--- config.mk ---
export PLATFORM = sky130hd
export DESIGN_NAME = tau_top
export DESIGN_NICKNAME = d
export VERILOG_FILES = /design/src/tau_pkg.sv /design/src/tau_top.sv /design/src/tau_ptr_step.sv
export VERILOG_INCLUDE_DIRS = /design/src
export SDC_FILE = /design/constraint.sdc
export NUM_CORES = 1
export LEC_CHECK = 0
export ABC_AREA = 1
export CAP_MARGIN = 20
export CORE_ASPECT_RATIO = 1.5
export CORE_UTILIZATION = 29
export CTS_BUF_LIST = sky130_fd_sc_hd__clkbuf_4
export DETAILED_ROUTE_END_ITERATION = 7
export DONT_BUFFER_PORTS = 1
export GPL_TIMING_DRIVEN = 0
export SETUP_SLACK_MARGIN = 0.4
export SLEW_MARGIN = 15
export SYNTH_ARGS = -nofsm -noshare
export SYNTH_HDL_FRONTEND = slang
export SYNTH_HIERARCHICAL = 1
export SYNTH_SLANG_ARGS = --single-unit
--- constraint.sdc ---
create_clock -name CORE_CLK -period 1.9 [get_ports CORE_CLK]
set_input_delay 0.285 -clock CORE_CLK [delete_from_list [all_inputs] [get_ports CORE_CLK]]
set_output_delay 0.285 -clock CORE_CLK [all_outputs]
set_load 0.05 [all_outputs]
--- src/tau_params.svh ---
// constants for the table access unit: register layout, field positions, reset values
// assumes a 50 MHz core clock and an instruction cycle of four core clocks
`ifndef TAU_PARAMS_SVH
`define TAU_PARAMS_SVH

// ---------------------------------------------
// register select codes on the special-function port
// ---------------------------------------------
`define TAU_SEL_RESET_CONTROL_STATUS 3'h0
`define TAU_SEL_MEMC 3'h1
`define TAU_SEL_LATCH 3'h2
`define TAU_SEL_PTRU 3'h3
`define TAU_SEL_PTRH 3'h4
`define TAU_SEL_PTRL 3'h5

// ---------------------------------------------
// reset control field positions
// ---------------------------------------------
`define TAU_RC_IRQ_PRIORITY_ENABLE 7
`define TAU_RC_LWE 6
`define TAU_RC_RI 4
`define TAU_RC_TO 3
`define TAU_RC_PD 2
`define TAU_RC_POR 1
`define TAU_RC_BOR 0
`define TAU_RC_WMASK 8'hDF
`define TAU_RC_RESET 8'h1C

// ---------------------------------------------
// external memory control field positions
// ---------------------------------------------
`define TAU_MC_BUSDIS 7
`define TAU_MC_PGRAM 6
`define TAU_MC_WAIT_HI 5
`define TAU_MC_WAIT_LO 4
`define TAU_MC_WMASK 8'hF3
`define TAU_MC_RESET 8'h00

// ---------------------------------------------
// write modes and timing
// ---------------------------------------------
`define TAU_WM_WORD 2'h3
`define TAU_WM_RSVD 2'h2
`define TAU_WM_BSEL 2'h1
`define TAU_WM_BYTE 2'h0
`define TAU_TCY_CLKS 4
`define TAU_LOW_MASK 21'h1FFFFF

`endif

--- src/tau_pkg.sv ---
// types for the table access unit
// assumes tau_params.svh for all numeric constants
`default_nettype none
package tau_pkg;
    typedef enum logic [1:0] {TAU_UPD_NONE, TAU_UPD_POSTINC, TAU_UPD_POSTDEC,
        TAU_UPD_PREINC} tau_upd_t;
    typedef struct packed {
        logic [15:0] data;
        logic wr_high;
        logic wr_low;
        logic upper_sel;
        logic lower_sel;
    } tau_bus_t;
endpackage
`default_nettype wire

--- src/tau_top.sv ---
// table access unit: table latch, pointer, reset control and external memory control
// assumes the core issues one-cycle operation strobes and waits for OP_DONE
`default_nettype none
`include "tau_params.svh"

// How it works
// - program memory 16 bits, data 8 bits; bytes move only via latch.
// - transfers are per byte; any byte address is legal.
// - long write enable plus programming voltage allows internal long writes.
// - long write enable cleared only by power-on or master-clear reset.
// - long write enable ignored for external-memory writes.
// - bit 7 enables interrupt priority levels.
// - reset-instruction flag 0 after reset instruction; bit 5 reads 0.
// - timeout and powerdown flags follow power-up, watchdog and sleep events.
// - power-on clears power flag; brown-out or power-on clears brown-out flag.
// - external memory control exists only with an external bus.
// - bus-disable bit hands bus pins to general I/O.
// - ram-mapping bit moves ram to program space; data reads return 00h.
// - wait field 11/10/01/00 gives 0/1/2/3 instruction-cycle waits.
// - word mode outputs both latch bytes, high strobe on second byte.
// - byte-select and byte modes copy latch to both halves with strobes.
// - the latch is an 8-bit register holding each moved byte.
// - 22-bit pointer from three bytes; top bit selects configuration area.
// - automatic updates change only the low 21 bits.
// - each form leaves, post-increments, post-decrements or pre-increments pointer.
// - table read loads latch from program byte over two instruction cycles.
// - internal even-address write loads holding latch; odd starts long write if enabled, else loads holding latch.
module tau_top
    import tau_pkg::*;
#(
    parameter bit HAS_EXT_BUS = 1'b1,
    parameter int TCY_CLKS = `TAU_TCY_CLKS
)
(
    // clock and reset
    input wire logic CORE_CLK,
    input wire logic ARST_N,
    // reset causes and status events as one-cycle pulses from core logic, then programming-voltage pin and unlock levels
    input wire logic POR_EVT,
    input wire logic MASTER_CLEAR_PIN_EVT,
    input wire logic BOR_EVT,
    input wire logic RESET_INSTR_EVT,
    input wire logic WDT_CLEAR_EVT,
    input wire logic SLEEP_EVT,
    input wire logic WDT_TIMEOUT_EVT,
    input wire logic VPP_PRESENT,
    input wire logic CFG_UNLOCKED,
    // special-function register port
    input wire logic SFR_WR,
    input wire logic [2:0] SFR_SEL,
    input wire logic [7:0] SFR_WDATA,
    output logic [7:0] SFR_RDATA,
    // table operation request
    input wire logic OP_RD,
    input wire logic OP_WR,
    input wire tau_upd_t OP_UPD,
    input wire logic OP_EXTERNAL,
    output logic OP_DONE,
    // program memory side
    output logic [21:0] PM_ADDR,
    output logic PM_RD,
    input wire logic [7:0] PM_RDATA,
    output logic PM_HOLD_WR,
    output logic PM_LONG_WR,
    output logic [15:0] PM_WDATA,
    output tau_bus_t EXT_BUS,
    // status outputs
    output logic IRQ_PRIO_EN,
    output logic BUS_PINS_DIS,
    output logic RAM_IN_PROG
);
    typedef enum logic [1:0] {ST_IDLE, ST_ACCESS, ST_WAIT, ST_DONE} st_t;
    typedef struct packed {
        st_t st;
        logic [7:0] reset_control_status;
        logic [7:0] memc;
        logic [7:0] latch;
        logic [7:0] latch_lo;
        logic [21:0] ptr;
        logic [21:0] acc;
        logic [21:0] nxt;
        logic is_wr;
        logic is_ext;
        logic [4:0] tcnt;
        logic [1:0] wcnt;
        logic [7:0] rdata;
        logic done;
        logic pm_rd;
        logic hold_wr;
        logic long_wr;
        logic [15:0] wdata;
        tau_bus_t bus;
        logic vpp_meta;
        logic vpp_sync;
    } state_t;

    state_t s_q;
    state_t s_d;
    logic [21:0] step_acc;
    logic [21:0] step_nxt;

    // wait states from the 2-bit field: 11->0 ... 00->3
    function automatic logic [1:0] wait_of(input logic [1:0] f);
        wait_of = 2'h3 - f;
    endfunction

    // register read decode
    function automatic logic [7:0] reg_read(input state_t s, input logic [2:0] sel);
        case (sel)
            `TAU_SEL_RESET_CONTROL_STATUS: reg_read = s.reset_control_status & `TAU_RC_WMASK;
            `TAU_SEL_MEMC: reg_read = HAS_EXT_BUS ? (s.memc & `TAU_MC_WMASK) : 8'h00;
            `TAU_SEL_LATCH: reg_read = s.latch;
            `TAU_SEL_PTRU: reg_read = {2'h0, s.ptr[21:16]};
            `TAU_SEL_PTRH: reg_read = s.ptr[15:8];
            `TAU_SEL_PTRL: reg_read = s.ptr[7:0];
            default: reg_read = 8'h00;
        endcase
    endfunction

    tau_ptr_step u_step (
        .ptr(s_q.ptr),
        .upd(OP_UPD),
        .acc_addr(step_acc),
        .next_ptr(step_nxt)
    );

    // -----------------------------------------
    // next-state logic
    // -----------------------------------------
    always_comb
    begin
        s_d = s_q;
        s_d.done = 1'b0;
        s_d.pm_rd = 1'b0;
        s_d.hold_wr = 1'b0;
        s_d.long_wr = 1'b0;
        s_d.bus.wr_high = 1'b0;
        s_d.bus.wr_low = 1'b0;
        s_d.bus.upper_sel = 1'b0;
        s_d.bus.lower_sel = 1'b0;
        // programming voltage comes from a pin: two flops before use
        s_d.vpp_meta = VPP_PRESENT;
        s_d.vpp_sync = s_q.vpp_meta;
        // register writes; reset control and memory control registers blocked whole while locked, pointer always writable, latch unless a table read completes
        if (SFR_WR)
        begin
            case (SFR_SEL)
                `TAU_SEL_RESET_CONTROL_STATUS:
                    if (CFG_UNLOCKED)
                    begin
                        s_d.reset_control_status[`TAU_RC_IRQ_PRIORITY_ENABLE] = SFR_WDATA[`TAU_RC_IRQ_PRIORITY_ENABLE];
                        // sticky: software may set but never clear
                        s_d.reset_control_status[`TAU_RC_LWE] = s_q.reset_control_status[`TAU_RC_LWE] |
                            SFR_WDATA[`TAU_RC_LWE];
                        s_d.reset_control_status[`TAU_RC_POR] = SFR_WDATA[`TAU_RC_POR];
                        s_d.reset_control_status[`TAU_RC_BOR] = SFR_WDATA[`TAU_RC_BOR];
                    end
                `TAU_SEL_MEMC:
                    if (HAS_EXT_BUS && CFG_UNLOCKED)
                        s_d.memc = SFR_WDATA & `TAU_MC_WMASK;
                `TAU_SEL_LATCH: s_d.latch = SFR_WDATA;
                `TAU_SEL_PTRU: s_d.ptr[21:16] = SFR_WDATA[5:0];
                `TAU_SEL_PTRH: s_d.ptr[15:8] = SFR_WDATA;
                `TAU_SEL_PTRL: s_d.ptr[7:0] = SFR_WDATA;
                default: s_d.reset_control_status = s_q.reset_control_status;
            endcase
        end
        // status events; hardware events win over software writes
        if (RESET_INSTR_EVT)
            s_d.reset_control_status[`TAU_RC_RI] = 1'b0;
        if (WDT_CLEAR_EVT)
        begin
            s_d.reset_control_status[`TAU_RC_TO] = 1'b1;
            s_d.reset_control_status[`TAU_RC_PD] = 1'b1;
        end
        if (SLEEP_EVT)
        begin
            s_d.reset_control_status[`TAU_RC_TO] = 1'b1;
            s_d.reset_control_status[`TAU_RC_PD] = 1'b0;
        end
        if (WDT_TIMEOUT_EVT)
            s_d.reset_control_status[`TAU_RC_TO] = 1'b0;
        if (BOR_EVT)
            s_d.reset_control_status[`TAU_RC_BOR] = 1'b0;
        if (MASTER_CLEAR_PIN_EVT)
            s_d.reset_control_status[`TAU_RC_LWE] = 1'b0;
        if (POR_EVT)
            s_d.reset_control_status = `TAU_RC_RESET;
        s_d.reset_control_status[5] = 1'b0;
        // table operation sequencer
        case (s_q.st)
            ST_IDLE:
                if (OP_RD || OP_WR)
                begin
                    s_d.acc = step_acc;
                    s_d.nxt = step_nxt;
                    s_d.is_wr = OP_WR;
                    s_d.is_ext = OP_EXTERNAL;
                    s_d.tcnt = 5'h00;
                    s_d.wcnt = OP_EXTERNAL ? wait_of(s_q.memc[5:4]) : 2'h0;
                    s_d.st = ST_ACCESS;
                end
            ST_ACCESS:
            begin
                s_d.tcnt = s_q.tcnt + 5'h01;
                if (s_q.tcnt == 5'h00)
                begin
                    if (!s_q.is_wr)
                        s_d.pm_rd = 1'b1;
                    else if (!s_q.is_ext)
                    begin
                        // even byte loads holding latch, odd programs the word when enable bit and voltage are present
                        if (!s_q.acc[0])
                            s_d.hold_wr = 1'b1;
                        else if (s_q.reset_control_status[`TAU_RC_LWE] && s_q.vpp_sync)
                            s_d.long_wr = 1'b1;
                        else
                            s_d.hold_wr = 1'b1;
                        s_d.wdata = {s_q.latch, s_q.latch_lo};
                        s_d.latch_lo = s_q.acc[0] ? s_q.latch_lo : s_q.latch;
                    end
                    else
                    begin
                        // external write, enable bit plays no part
                        case (s_q.memc[1:0])
                            `TAU_WM_WORD:
                            begin
                                s_d.latch_lo = s_q.acc[0] ? s_q.latch_lo : s_q.latch;
                                s_d.bus.data = {s_q.latch, s_q.latch_lo};
                                s_d.bus.wr_high = s_q.acc[0];
                            end
                            `TAU_WM_BSEL:
                            begin
                                s_d.bus.data = {s_q.latch, s_q.latch};
                                s_d.bus.wr_high = 1'b1;
                                s_d.bus.upper_sel = s_q.acc[0];
                                s_d.bus.lower_sel = !s_q.acc[0];
                            end
                            `TAU_WM_BYTE:
                            begin
                                s_d.bus.data = {s_q.latch, s_q.latch};
                                s_d.bus.wr_high = s_q.acc[0];
                                s_d.bus.wr_low = !s_q.acc[0];
                            end
                            default: s_d.bus = s_q.bus; // reserved mode: no strobe
                        endcase
                    end
                end
                if (s_q.tcnt == 5'(2 * TCY_CLKS - 2))
                    s_d.st = (s_q.wcnt == 2'h0) ? ST_DONE : ST_WAIT;
            end
            ST_WAIT:
            begin
                s_d.tcnt = s_q.tcnt + 5'h01;
                if (s_q.tcnt == 5'(2 * TCY_CLKS - 1 + TCY_CLKS * 32'(s_q.wcnt) - 1))
                    s_d.st = ST_DONE;
            end
            ST_DONE:
            begin
                // read data lands in the latch, RAM-mapped reads return zero
                if (!s_q.is_wr)
                    s_d.latch = (s_q.is_ext && s_q.memc[`TAU_MC_PGRAM]) ? 8'h00 : PM_RDATA;
                if (SFR_WR && SFR_SEL >= `TAU_SEL_PTRU)
                    s_d.ptr = s_d.ptr;
                else
                    s_d.ptr = s_q.nxt;
                s_d.done = 1'b1;
                s_d.st = ST_IDLE;
            end
            default: s_d.st = ST_IDLE;
        endcase
        s_d.rdata = reg_read(s_d, SFR_SEL);
    end

    // -----------------------------------------
    // state register
    // -----------------------------------------
    always_ff @(posedge CORE_CLK or negedge ARST_N)
    begin
        if (!ARST_N)
        begin
            s_q <= '0;
            s_q.reset_control_status <= `TAU_RC_RESET;
            s_q.memc <= `TAU_MC_RESET;
        end
        else
            s_q <= s_d;
    end

    // outputs, all flopped
    assign SFR_RDATA = s_q.rdata;
    assign OP_DONE = s_q.done;
    assign PM_ADDR = s_q.acc;
    assign PM_RD = s_q.pm_rd;
    assign PM_HOLD_WR = s_q.hold_wr;
    assign PM_LONG_WR = s_q.long_wr;
    assign PM_WDATA = s_q.wdata;
    assign EXT_BUS = s_q.bus;
    assign IRQ_PRIO_EN = s_q.reset_control_status[`TAU_RC_IRQ_PRIORITY_ENABLE];
    assign BUS_PINS_DIS = s_q.memc[`TAU_MC_BUSDIS];
    assign RAM_IN_PROG = s_q.memc[`TAU_MC_PGRAM];

    // -----------------------------------------
    // checks
    // -----------------------------------------
    AST_LWE_STICKY: assert property (@(posedge CORE_CLK) disable iff (!ARST_N)
        $fell(s_q.reset_control_status[6]) |-> $past(POR_EVT) || $past(MASTER_CLEAR_PIN_EVT))
        else $error("long write enable cleared without reset");
    AST_BIT5_ZERO: assert property (@(posedge CORE_CLK) disable iff (!ARST_N)
        SFR_RDATA[5] == 1'b0 || $past(SFR_SEL) != `TAU_SEL_RESET_CONTROL_STATUS)
        else $error("reserved bit read nonzero");
    AST_RI_CLR: assert property (@(posedge CORE_CLK) disable iff (!ARST_N)
        RESET_INSTR_EVT && !POR_EVT |=> !s_q.reset_control_status[4])
        else $error("reset instruction flag not cleared");
    AST_TO_CLR: assert property (@(posedge CORE_CLK) disable iff (!ARST_N)
        WDT_TIMEOUT_EVT && !POR_EVT |=> !s_q.reset_control_status[3])
        else $error("timeout flag not cleared");
    AST_PD_CLR: assert property (@(posedge CORE_CLK) disable iff (!ARST_N)
        SLEEP_EVT && !WDT_CLEAR_EVT && !POR_EVT |=> !s_q.reset_control_status[2])
        else $error("powerdown flag not cleared on sleep");
    AST_BOR_CLR: assert property (@(posedge CORE_CLK) disable iff (!ARST_N)
        BOR_EVT || POR_EVT |=> !s_q.reset_control_status[0])
        else $error("brownout flag not cleared");
    AST_TOP_BIT: assert property (@(posedge CORE_CLK) disable iff (!ARST_N)
        s_q.st == ST_DONE && !SFR_WR |=> s_q.ptr[21] == $past(s_q.ptr[21]))
        else $error("pointer top bit altered");
    AST_LONG_GATE: assert property (@(posedge CORE_CLK) disable iff (!ARST_N)
        PM_LONG_WR |-> $past(s_q.reset_control_status[6]) && $past(s_q.vpp_sync) && PM_ADDR[0])
        else $error("long write without enable");
    AST_RD_TIME: assert property (@(posedge CORE_CLK) disable iff (!ARST_N)
        s_q.st == ST_IDLE && OP_RD && !OP_EXTERNAL |=> ##[1:8] OP_DONE)
        else $error("table read overran two instruction cycles");
    AST_WORD_STROBE: assert property (@(posedge CORE_CLK) disable iff (!ARST_N)
        EXT_BUS.wr_high && $past(s_q.memc[1:0]) == 2'h3 |-> PM_ADDR[0])
        else $error("word mode strobe on first byte");
endmodule
`default_nettype wire

--- src/tau_ptr_step.sv ---
// table pointer update step: next address and the address used for the access
// assumes a 22-bit pointer whose top bit is never touched by stepping
`default_nettype none
`include "tau_params.svh"
module tau_ptr_step
    import tau_pkg::*;
(
    // pointer in
    input wire logic [21:0] ptr,
    input wire tau_upd_t upd,
    // results
    output logic [21:0] acc_addr,
    output logic [21:0] next_ptr
);
    logic [20:0] inc_low;
    logic [20:0] dec_low;

    // low field wraps, top bit kept
    assign inc_low = ptr[20:0] + 21'h000001;
    assign dec_low = ptr[20:0] - 21'h000001;

    // select access address and post-access pointer
    always_comb
    begin
        acc_addr = ptr;
        next_ptr = ptr;
        case (upd)
            TAU_UPD_POSTINC: next_ptr = {ptr[21], inc_low};
            TAU_UPD_POSTDEC: next_ptr = {ptr[21], dec_low};
            TAU_UPD_PREINC:
            begin
                acc_addr = {ptr[21], inc_low};
                next_ptr = {ptr[21], inc_low};
            end
            default: next_ptr = ptr;
        endcase
    end
endmodule
`default_nettype wire

# Word-level counts from Yosys, hierarchy flattened
# Index checks and enable logic that the tools add are counted.
# totals
out_inout_bits	73
ff_bits	156
# classes
order_cmp	1
addsub	6
eq_ne	22
bitwise	2
reduce_logical	22
n_mux	52
# op_table
operator	n
8-bit 2-to-1 mux	12
39-bit 2-to-1 mux	2
22-bit 2-to-1 mux	3
17-bit one-hot mux with 3 select lines	1
8-bit one-hot mux with 6 select lines	1
21-bit one-hot mux with 2 select lines	1
38-bit 2-to-1 mux	1
24-bit 2-to-1 mux	1
21-bit by 1-bit adder with 21-bit output (second input constant)	1
21-bit 2-to-1 mux	1
21-bit by 1-bit subtractor with 21-bit output (second input constant)	1
2-bit 2-to-1 mux	10
20-bit 2-to-1 mux	1
18-bit 2-to-1 mux	1
6-bit by 5-bit inequality test with 1-bit output (second input constant)	2
1-bit 2-to-1 mux	11
2-bit equality test (second input constant)	5
5-bit one-hot mux with 2 select lines	1
2-bit one-hot mux with 4 select lines	1
4-bit AND reduction	2
2-bit OR reduction	4
7-bit 2-to-1 mux	1
7-bit by 4-bit inequality test with 1-bit output (second input constant)	1
2-bit by 1-bit equality test with 1-bit output (second input constant)	3
28 further kinds	37

# Depth between registers and ports, before layout
# Gate-level depths: netlist of run 1.
# logic_depth
ltp_word	9
mapped_depth	11
ltp_nobuf	11

# Cells and area by module
# Netlist of run 1, hierarchy kept.
# by_module_without_submodules
module	area_each_um2	n_inst	cells_per_inst	seq_area_each_um2
tau_top	7761.2	1	932	3907.5
tau_ptr_step	1722.9	1	353	0.0

# Worst setup path before layout of run 1
# Ideal clock, no wire load.
# synth_timing
path_kind	register to register
from	register s_q[103] (netlist bit)
to	register s_q[65] (netlist bit)
setup_slack_ns	0.264
synth_period_minus_slack_ns	1.636
n_path_buf	0
arrival_ns	1.554
stages_incl_launch_ff	11
cell_sequence	dfrtp_1 clkinv_1 ha_1 nand2_1 inv_1 nand3_1 xor2_1 nand2_1 nand2_1 nand2_1 o21ai_0
# synth_between
elab_chain_len	2
word_cells_on_any_way	3
# synth_rtl
item	line	text
from (decl)	tau_top.sv:97	state_t s_q;
21-bit by 1-bit adder with 21-bit output / 21-bit by 1-bit subtractor with 21-bit output (equally long branches)	tau_ptr_step.sv:19, tau_ptr_step.sv:20	
21-bit one-hot mux with 2 select lines (*)	tau_ptr_step.sv:27	case (upd)
named net step_nxt[6]	tau_top.sv:100	logic [21:0] step_nxt;
# Mark *: on every way through the listed nets, which the timed path passes. The rest lies on a longest branch.
# A chain may end at the register's enable or synchronous reset.

# Worst setup path in the final report of run 1
# layout_timing
from	register s_q[158] (netlist bit)
to	register s_q, in the netlist EXT_BUS[6]
# layout_between
elab_chain_len	2
# layout_rtl
item	line	text
2-bit by 1-bit equality test with 1-bit output	tau_top.sv:191	case (s_q.st)
5-bit AND reduction (no source line)	--	
# Every way passes these cells.

==> qor.yml, run 1 <==
synth:
  yosys_register_bits: 156
  yosysTopAreaCell: "dfrtp_1"
  ys_seq_area_share_pct: 41.2
  synth_cell_types: 46
  netlist.area_leader.share_pct: 40.4
  synthTopCellsByArea: "dfrtp_1, nand2_1, nand3_1"
  yosys_most_used_dff: "dfrtp_1"
  synth_area_mm2: 0.00948
  synth_most_common_cell: "nand2_1"
  synth_nets: 1337
  synth.avg_cell_area_um2: 7.38
  syn_inst: 1285
  yosysWarnings: 6
  synth_edf_count: 0
  async_flop_share_pct: 100
  synthTopCellsByCount: "nand2_1, nand3_1, dfrtp_1"
clock_network:
  cts_hold_buf: 36
  htreeDepth: 4
  clk_path_buf_depth: 2
  cts_sinks: 156
  cts_root_buffer: "clkbuf_4"
  clk_pin_slew_ns: 0.16
  cts-buffers-inserted: 17
  clk_latency_ns: 0.61
  cts_tree: "yes"
drt:
  wl_um: 35200
  avgViaCountPerCell: 5.02
  drc: 0
  wl_per_cell_um: 18.4
  drt-initial-drc-count: 628
  ant_nets: 0
  dr.pass1.iters: 5
  dr_total_vias: 9590
place:
  portBuffers: 0
  postPlaceCellArea_mm2: 0.0101
  dp_hpwl_um: 22800
  place_congestion: 0.901
worst_setup_path:
  cp.required_ns: 2.46
  worstRegToRegCells: 10
  slowest_stage: "dfrtp_2"
  path_depth: 10
  crit_buf_inv: 4
  r2r_start: "s_q[158]"
  r2r_slack_ns: 0.14
  end_kind: "register"
  cp.arrival_ns: 2.31
  cpMostUsedCell: "buf_6"
  critPathMaxStageDelay_ns: 0.46
  cp_max_fo: 6
  path_cells: "inv_2, ha_4, inv_4, nor3_4, nand2_2, nor2_4, buf_6, buf_6, nand2_4, nand2_1"
  crit_type: "register to register"
  crit_family: "simple AND/OR/NAND/NOR gates"
  critPathLaunch: "s_q[158]"
  start_kind: "register"
  reg2reg_to: "EXT_BUS[6]"
  critPathCapture: "EXT_BUS[6]"
pwr:
  p_total_mw: 22.5
  ir_worst_vdd_mv: 0.932
  leakage_nw: 6.46
  p_per_area_mw_per_mm2: 1620
layout:
  nets: 1537
  drive_gt1_share_pct: 41.3
  synthToLayoutAreaGrowth_pct: 46.5
  final_area_mm2: 0.0139
floorplanning:
  fp.dieH_um: 223
  die_area_mm2: 0.0334
  fp.dieW_um: 150
  initial_core_util_pct: 29.6
  core_area_mm2: 0.0320
  top_level_ports: 109
  rows: 80
global_route:
  grt.total_usage_pct: 20.3
  grt_max_degree: 157
  grt_pass1_vias: 9342
  grt_overflow_total: 0
  grt_pass1_wl_um: 51400
  antenna_found_initial: 2
status:
  status: "complete, but fails checks"
  violations: "hold timing"
sta:
  setup_viol_count_final: 0
  tightest_slew_ns: 0.703
  hold_viol: 156
  relSlewSlack_pct: 53.0
  clock_skew_ns: 0.0278
  grt_setup_unrepaired: "yes"
  maxSlewViolCount: 0
  hold_ws_ns: -0.629
  fmax_mhz: 569
  period_needed_ns: 1.76
  period_share_pct: 92.6
hold_path:
  hold_class: "input port to asynchronous set/reset pin"
run:
  maxCapViolCount: 0
-- report_power, final --
| group | switching (mW) | internal (mW) |
|---|---|---|
| registers | 1.46 | 4.65 |
| clock network | 1.37 | 0.664 |
| logic | 8.36 | 6.03 |
-- cells by family after synthesis --
logic type,after synthesis,share of synthesized area (%)
compound gates,156,8.87
xor+xnor,11,1.02
fa+ha+maj,16,2.11
buf+inv,243,13.4
flops,156,41.2
mux,1,0.106
simple gates,702,33.3
-- metal layers --
metal,global-route usage (%),vias to the layer above,share of wire (%)
met3,3.54,125,5.6
met1,22.8,4557,37
met2,35.6,399,51
li1,-,4509,-
met4,11.9,0,6.2
met5,0,-,0
-- sequential cells by signal (all words and copies together) (netlist names) --
name,count
PM_ADDR,22
PM_LONG_WR,1
PM_HOLD_WR,1
EXT_BUS,20
PM_WDATA,16
s_q,82
BUS_PINS_DIS,1
PM_RD,1
SFR_RDATA,8
IRQ_PRIO_EN,1
OP_DONE,1
RAM_IN_PROG,1
s_d,1
-- metrics by stage --
stage	hold WS (ns)	cells	TNS, ns	worst slack (ns)	utilization, %
floorplan	-0.0106	1285	0	0.372	-
global placement	0.00268	1695	-7.11	-0.290	31.4
detailed placement	-0.00482	1695	-8.45	-0.306	31.4
CTS	-0.694	1867	0	0.172	39.6
global route	-0.683	1910	0	0.0766	43.4
finish	-0.629	1910	0	0.141	43.4
-- placed cells by master (no fill, tap or decap), types with 23 or more instances in the layout --
master | netlist | routed
inv_1 | 118 | 101
o21ai_2 | 1 | 37
buf_4 | 74 | 103
nand2_4 | 1 | 23
nand2_1 | 349 | 276
nand4_1 | 34 | 34
nand3_2 | 3 | 44
nor2_2 | 8 | 31
nand2_2 | 9 | 52
nor2_4 | 7 | 38
o21ai_1 | 10 | 35
buf_6 | 7 | 116
dlygate4sd3_1 | 0 | 35
nand3_1 | 157 | 113
o21ai_0 | 88 | 25
dfrtp_1 | 153 | 131
nor2_1 | 100 | 48
-- timing repair --
action,CTS,global route
cloned,8,7
resized for setup,371,249
buffers inserted,96,34
pin swaps,92,104
endpoints found under the setup margin,210,184
hold endpoints to repair,203,156
-- final cells by class --
type | count | area, um^2
flip-flops and latches | 156 | 3940
plain buffers | 116 | 1250
repair buffers | 178 | 1700
inverters | 127 | 538
multi-input cells | 888 | 5670
fillers | 3132 | 18100
diodes | 2 | 5.00
clock buffers | 17 | 128
repair inverters | 1 | 11.3
well taps | 410 | 513
clock inverters | 15 | 141
-- how the worst min path moves through the flow --
stage | start | endpoint
3_3_place_gp | ARST_N | PM_ADDR[5]
6_report | ARST_N | PM_ADDR[5]
2_1_floorplan | ARST_N | BUS_PINS_DIS
3_5_place_dp | ARST_N | PM_ADDR[5]
4_1_cts | ARST_N | OP_DONE
5_1_grt | ARST_N | PM_ADDR[5]
No activity file was read; power rests on OpenSTA's default activity.
==> run 2: changes to the inputs <==
--- a/config.mk
+++ b/config.mk
@@ -6,7 +6,6 @@
 export SDC_FILE = /design/constraint.sdc
 export NUM_CORES = 1
 export LEC_CHECK = 0
-export ABC_AREA = 1
 export CAP_MARGIN = 20
 export CORE_ASPECT_RATIO = 1.5
 export CORE_UTILIZATION = 29
==> constraint.sdc (replaced) <==
create_clock -name CORE_CLK -period 1.9 [get_ports CORE_CLK]
set_input_delay 0.285 -clock CORE_CLK [delete_from_list [all_inputs] [get_ports CORE_CLK]]
set_output_delay 0.285 -clock CORE_CLK [all_outputs]
set_load 0.02 [all_outputs]
==> qor.yml, run 2 <==
pwr:
  p_total_mw: 19.9
  p_per_area_mw_per_mm2: 1550
  leakage_nw: 5.66
  ir_worst_vdd_mv: 0.531
worst_setup_path:
  slowest_stage: "or4_1"
  critPathMaxStageDelay_ns: 0.47
  start_kind: "register"
  crit_type: "register to register"
  cp_max_fo: 7
  cp.arrival_ns: 2.81
  cp.required_ns: 2.40
  path_cells: "buf_6, or3_4, buf_8, or4_1, o22a_1, xnor2_1, mux2_4"
  end_kind: "register"
sta:
  setup_ws_ns: -0.410
  setup_tns_ns: -11.02
  tightest_slew_ns: 0.891
  relSlewSlack_pct: 40.1
  period_needed_ns: 2.31
  hold_viol: 156
  clock_skew_ns: 0.0423
  fmax_mhz: 433
  grt_setup_unrepaired: "yes"
  period_share_pct: 122
  hold_ws_ns: -0.653
  setup_viol_count_final: 88
  maxSlewViolCount: 0
layout:
  fin_cells: 1405
  drive_gt1_share_pct: 51.0
  fin_util_pct: 43.4
  largest_register_ffs: 82
  synthToLayoutAreaGrowth_pct: 47.0
  nets: 1048
  layout_common_cells: "dfrtp_1, buf_6, buf_4"
  largest-register: "s_q"
  final_common_cell: "dfrtp_1"
  fillerInstances: 2727
  final_area_mm2: 0.0128
global_route:
  grt.total_usage_pct: 17.9
  grt_pass1_wl_um: 41300
  grt_max_degree: 157
  grt_overflow_total: 0
  grt_pass1_vias: 7194
  antenna_found_initial: 1
place:
  portBuffers: 0
  dpl.cell_count: 1236
  place_congestion: 0.913
  postPlaceCellArea_mm2: 0.00968
  post-place-ws_ns: -0.652
  dp_hpwl_um: 17800
drt:
  dr_total_vias: 7025
  drt-initial-drc-count: 392
  avgViaCountPerCell: 5.00
  drc: 0
  wl_per_cell_um: 20.2
  ant_nets: 0
  dr.pass1.iters: 4
  wl_um: 28400
synth:
  yosys_most_used_dff: "dfrtp_1"
  synth_cell_types: 65
  synth_nets: 893
  synthTopCellsByCount: "dfrtp_1, mux2_2, buf_4"
  synth_area_mm2: 0.00870
  synthTopCellsByArea: "dfrtp_1, mux2_2, buf_4"
  synth_edf_count: 0
  synth.avg_cell_area_um2: 10.3
  ys_seq_area_share_pct: 44.9
  syn_inst: 841
  synth_most_common_cell: "dfrtp_1"
  async_flop_share_pct: 100
  yosysTopAreaCell: "dfrtp_1"
  netlist.area_leader.share_pct: 44.0
  yosys_register_bits: 156
  yosysWarnings: 6
clock_network:
  cts_sinks: 156
  clk_latency_ns: 0.62
  htreeDepth: 4
  cts_tree: "yes"
  clk_path_buf_depth: 2
  cts_hold_buf: 27
  cts_root_buffer: "clkbuf_4"
  cts-buffers-inserted: 17
  clk_pin_slew_ns: 0.17
hold_path:
  hold_class: "input port to asynchronous set/reset pin"
floorplanning:
  initial_core_util_pct: 29.5
  fp.dieH_um: 214
  core_area_mm2: 0.0295
  die_area_mm2: 0.0307
  top_level_ports: 109
  fp.dieW_um: 143
  rows: 77
run:
  maxCapViolCount: 0
status:
  status: "complete, but fails checks"
  violations: "hold timing, setup timing"
## run 2: cells by family (layout without fill, tap and decap cells)
family                     Yosys count  in the layout  share of synthesized area (%)
buffers and inverters              141            309                           9.56
other                                0              1                              0
DFF                                156            156                           44.9
AOI/OAI and AO/OA                  140            140                           10.5
adders and majority gates           16             16                           2.30
and+or+nand+nor                    218            218                           12.6
xor gates and xnor gates            44             44                           4.43
muxes                              126            126                           15.7
## run 2: critical path, delay by kind of cell, from the launching register on
family / cells / cell delay, ns
simple gates: 2 / 0.86
flops: 1 / 0.45
buf+inv: 2 / 0.30
mux: 1 / 0.27
compound gates: 1 / 0.19
xor+xnor: 1 / 0.13
## run 2: worst paths after layout
path,slack (ns),start,endpoint,depth (start not counted)
max in group asynchronous,2.28,ARST_N,s_q[137],0
hold / removal,-0.65,ARST_N,s_q[131],0
setup reg to reg,-0.41,s_q[106],s_q[70],7
min in group CORE_CLK,0.04,SFR_WDATA[6],SFR_RDATA[6],4
setup / recovery,-0.41,s_q[106],s_q[70],7
hold reg to reg,0.37,s_d[0],s_q[0],0
## run 2: repair_timing
action	4_1_cts	5_1_grt
gates resized for setup	164	208
setup endpoints to repair	151	192
pin swaps	31	53
gates cloned	5	2
setup buffers	63	39
endpoints found under the hold margin	210	156
## run 2: layout make-up
cell class | instances | area [um^2] | area share [%]
antenna | 1 | 2.50 | 0.0196
buffer | 120 | 1280 | 10.0
clock buffer | 18 | 135 | 1.06
clock inverter | 14 | 198 | 1.55
inverter | 21 | 104 | 0.812
multi-input combinational | 544 | 5190 | 40.6
sequential | 156 | 3920 | 30.6
tap | 395 | 494 | 3.86
timing repair buffer | 136 | 1460 | 11.4
## run 2: power by group
part	switching, mW	internal (mW)	total, mW
sequential	1.57	4.65	6.22
clock	1.41	0.979	2.39
combinational	5.19	6.09	11.3
total	8.17	11.7	19.9
## run 2: metal layers
metal	global-route usage, %	vias to the layer above	share of wire (%)
li1	-	3219	-
met1	18.4	3510	36
met2	32.6	206	53
met3	3.26	90	4.1
met4	12.0	0	6.3
met5	0	-	0
==> run 3: changes to the inputs <==
--- a/config.mk
+++ b/config.mk
@@ -13,7 +13,6 @@
 export DETAILED_ROUTE_END_ITERATION = 7
 export DONT_BUFFER_PORTS = 1
 export GPL_TIMING_DRIVEN = 0
-export SETUP_SLACK_MARGIN = 0.4
 export SLEW_MARGIN = 15
 export SYNTH_ARGS = -nofsm -noshare
 export SYNTH_HDL_FRONTEND = slang
==> qor.yml, run 3 (synthesized netlist as in run 2, its figures left out) <==
status:
  status: "complete, but fails checks"
  violations: "hold timing, setup timing"
sta:
  period_needed_ns: 2.31
  hold_viol: 156
  relSlewSlack_pct: 42.0
  hold_ws_ns: -0.649
  period_share_pct: 121
  setup_tns_ns: -5.76
  maxSlewViolCount: 0
  setup_ws_ns: -0.407
  clock_skew_ns: 0.0205
  grt_setup_unrepaired: "yes"
  setup_viol_count_final: 46
  fmax_mhz: 433
  tightest_slew_ns: 0.864
global_route:
  grt_pass1_vias: 6711
  grt_overflow_total: 0
  grt_max_degree: 157
  antenna_found_initial: 1
  grt_pass1_wl_um: 38200
  grt.total_usage_pct: 16.6
drt:
  wl_per_cell_um: 18.7
  dr_total_vias: 6727
  drt-initial-drc-count: 433
  avgViaCountPerCell: 4.92
  drc: 0
  wl_um: 25600
  dr.pass1.iters: 5
  ant_nets: 0
pwr:
  p_sw_mw: 6.95
  switching_share_pct: 41.7
  p_per_area_mw_per_mm2: 1470
  internal_power_mw: 9.70
  clkPwrFrac_pct: 12.6
  p_seq_share_pct: 36.5
  comb_power_share_pct: 50.8
  ir_worst_vdd_mv: 0.445
  leakage_nw: 4.93
worst_setup_path:
  cp.arrival_ns: 2.82
  end_kind: "register"
  worstRegToRegCells: 8
  cp_max_fo: 4
  critPathCapture: "s_q[76]"
  cp.required_ns: 2.41
  critPathLaunch: "s_q[103]"
  crit_type: "register to register"
  reg2reg_to: "s_q[76]"
  start_kind: "register"
  r2r_start: "s_q[103]"
  r2r_slack_ns: -0.41
floorplanning:
  fp.dieH_um: 214
  top_level_ports: 109
  initial_core_util_pct: 29.5
  die_area_mm2: 0.0307
  fp.dieW_um: 143
  rows: 77
  core_area_mm2: 0.0295
layout:
  final_area_mm2: 0.0113
  drive_gt1_share_pct: 41.0
  layout_common_cells: "dfrtp_1, buf_4, mux2_2"
  nets: 1011
  largest_register_ffs: 82
  synthToLayoutAreaGrowth_pct: 29.9
  largest-register: "s_q"
  final_common_cell: "dfrtp_1"
clock_network:
  cts_hold_buf: 28
  htreeDepth: 4
  clk_pin_slew_ns: 0.15
  cts-buffers-inserted: 17
  clk_latency_ns: 0.61
  cts_sinks: 156
  cts_root_buffer: "clkbuf_4"
  cts_tree: "yes"
  clk_path_buf_depth: 2
place:
  place_congestion: 0.884
  portBuffers: 0
  post-place-ws_ns: -0.601
  dp_hpwl_um: 17600
  postPlaceCellArea_mm2: 0.00930
run:
  maxCapViolCount: 0
hold_path:
  hold_class: "input port to asynchronous set/reset pin"
[run 3: layout make-up]
type | instances | area, um^2
Fill cell | 2937 | 18200
Multi-Input combinational cell | 545 | 4660
Sequential cell | 156 | 3920
Timing Repair Buffer | 105 | 988
Buffer | 113 | 868
Tap cell | 395 | 494
Clock inverter | 14 | 144
Clock buffer | 18 | 135
Inverter | 21 | 88.8
Antenna cell | 1 | 2.50
[run 3: layer usage]
layer	up-vias	part of all wire, %	track usage, %	routed length [um]
li1	3140	-	-	-
met1	3332	38	17.4	9620
met2	201	54	30.1	13700
met3	54	4.7	3.64	1210
met4	0	4.1	9.08	1040
met5	-	0	0	0
[run 3: worst min-delay path by stage]
stage | startpoint | to | cells past startpoint
2_1_floorplan | ARST_N | BUS_PINS_DIS | 0
3_3_place_gp | ARST_N | SFR_RDATA[3] | 0
3_5_place_dp | ARST_N | SFR_RDATA[3] | 0
4_1_cts | ARST_N | s_q[56] | 0
5_1_grt | ARST_N | s_q[55] | 0
6_report | ARST_N | PM_RD | 0
[run 3: critical path: stages, from the launching register on]
cell and delay [ns]:
dfrtp_2 0.46, buf_8 0.13, or4b_4 0.50, buf_6 0.16
nor4_4 0.25, buf_4 0.18, a22oi_2 0.08, xnor2_1 0.15
mux2_4 0.28
[run 3: stage by stage]
step	utilization [%]	power, mW	std cells
final	38.3	16.7	1368
after global routing	38.3	17.7	1368
after CTS	35.4	15.5	1323
after detailed placement	31.6	12.4	1236
after global placement	31.6	12.3	1236
after floorplan	-	10.9	841
[run 3: power groups by stage]
stage	combinational [mW]	sequential, mW	clock (mW)
after CTS	7.34	5.98	2.17
final	8.46	6.08	2.10
after global placement	6.38	5.94	0
after global routing	9.12	6.29	2.29
after floorplan	5.43	5.48	0
after detailed placement	6.47	5.97	0
[run 3: repair_timing]
item | CTS | global route
endpoints found under the setup margin | 104 | 85
resized for setup | 100 | 115
hold endpoints to repair | 209 | 156
gates cloned | 1 | 2
pin swaps | 15 | 41
setup buffers | 32 | 42
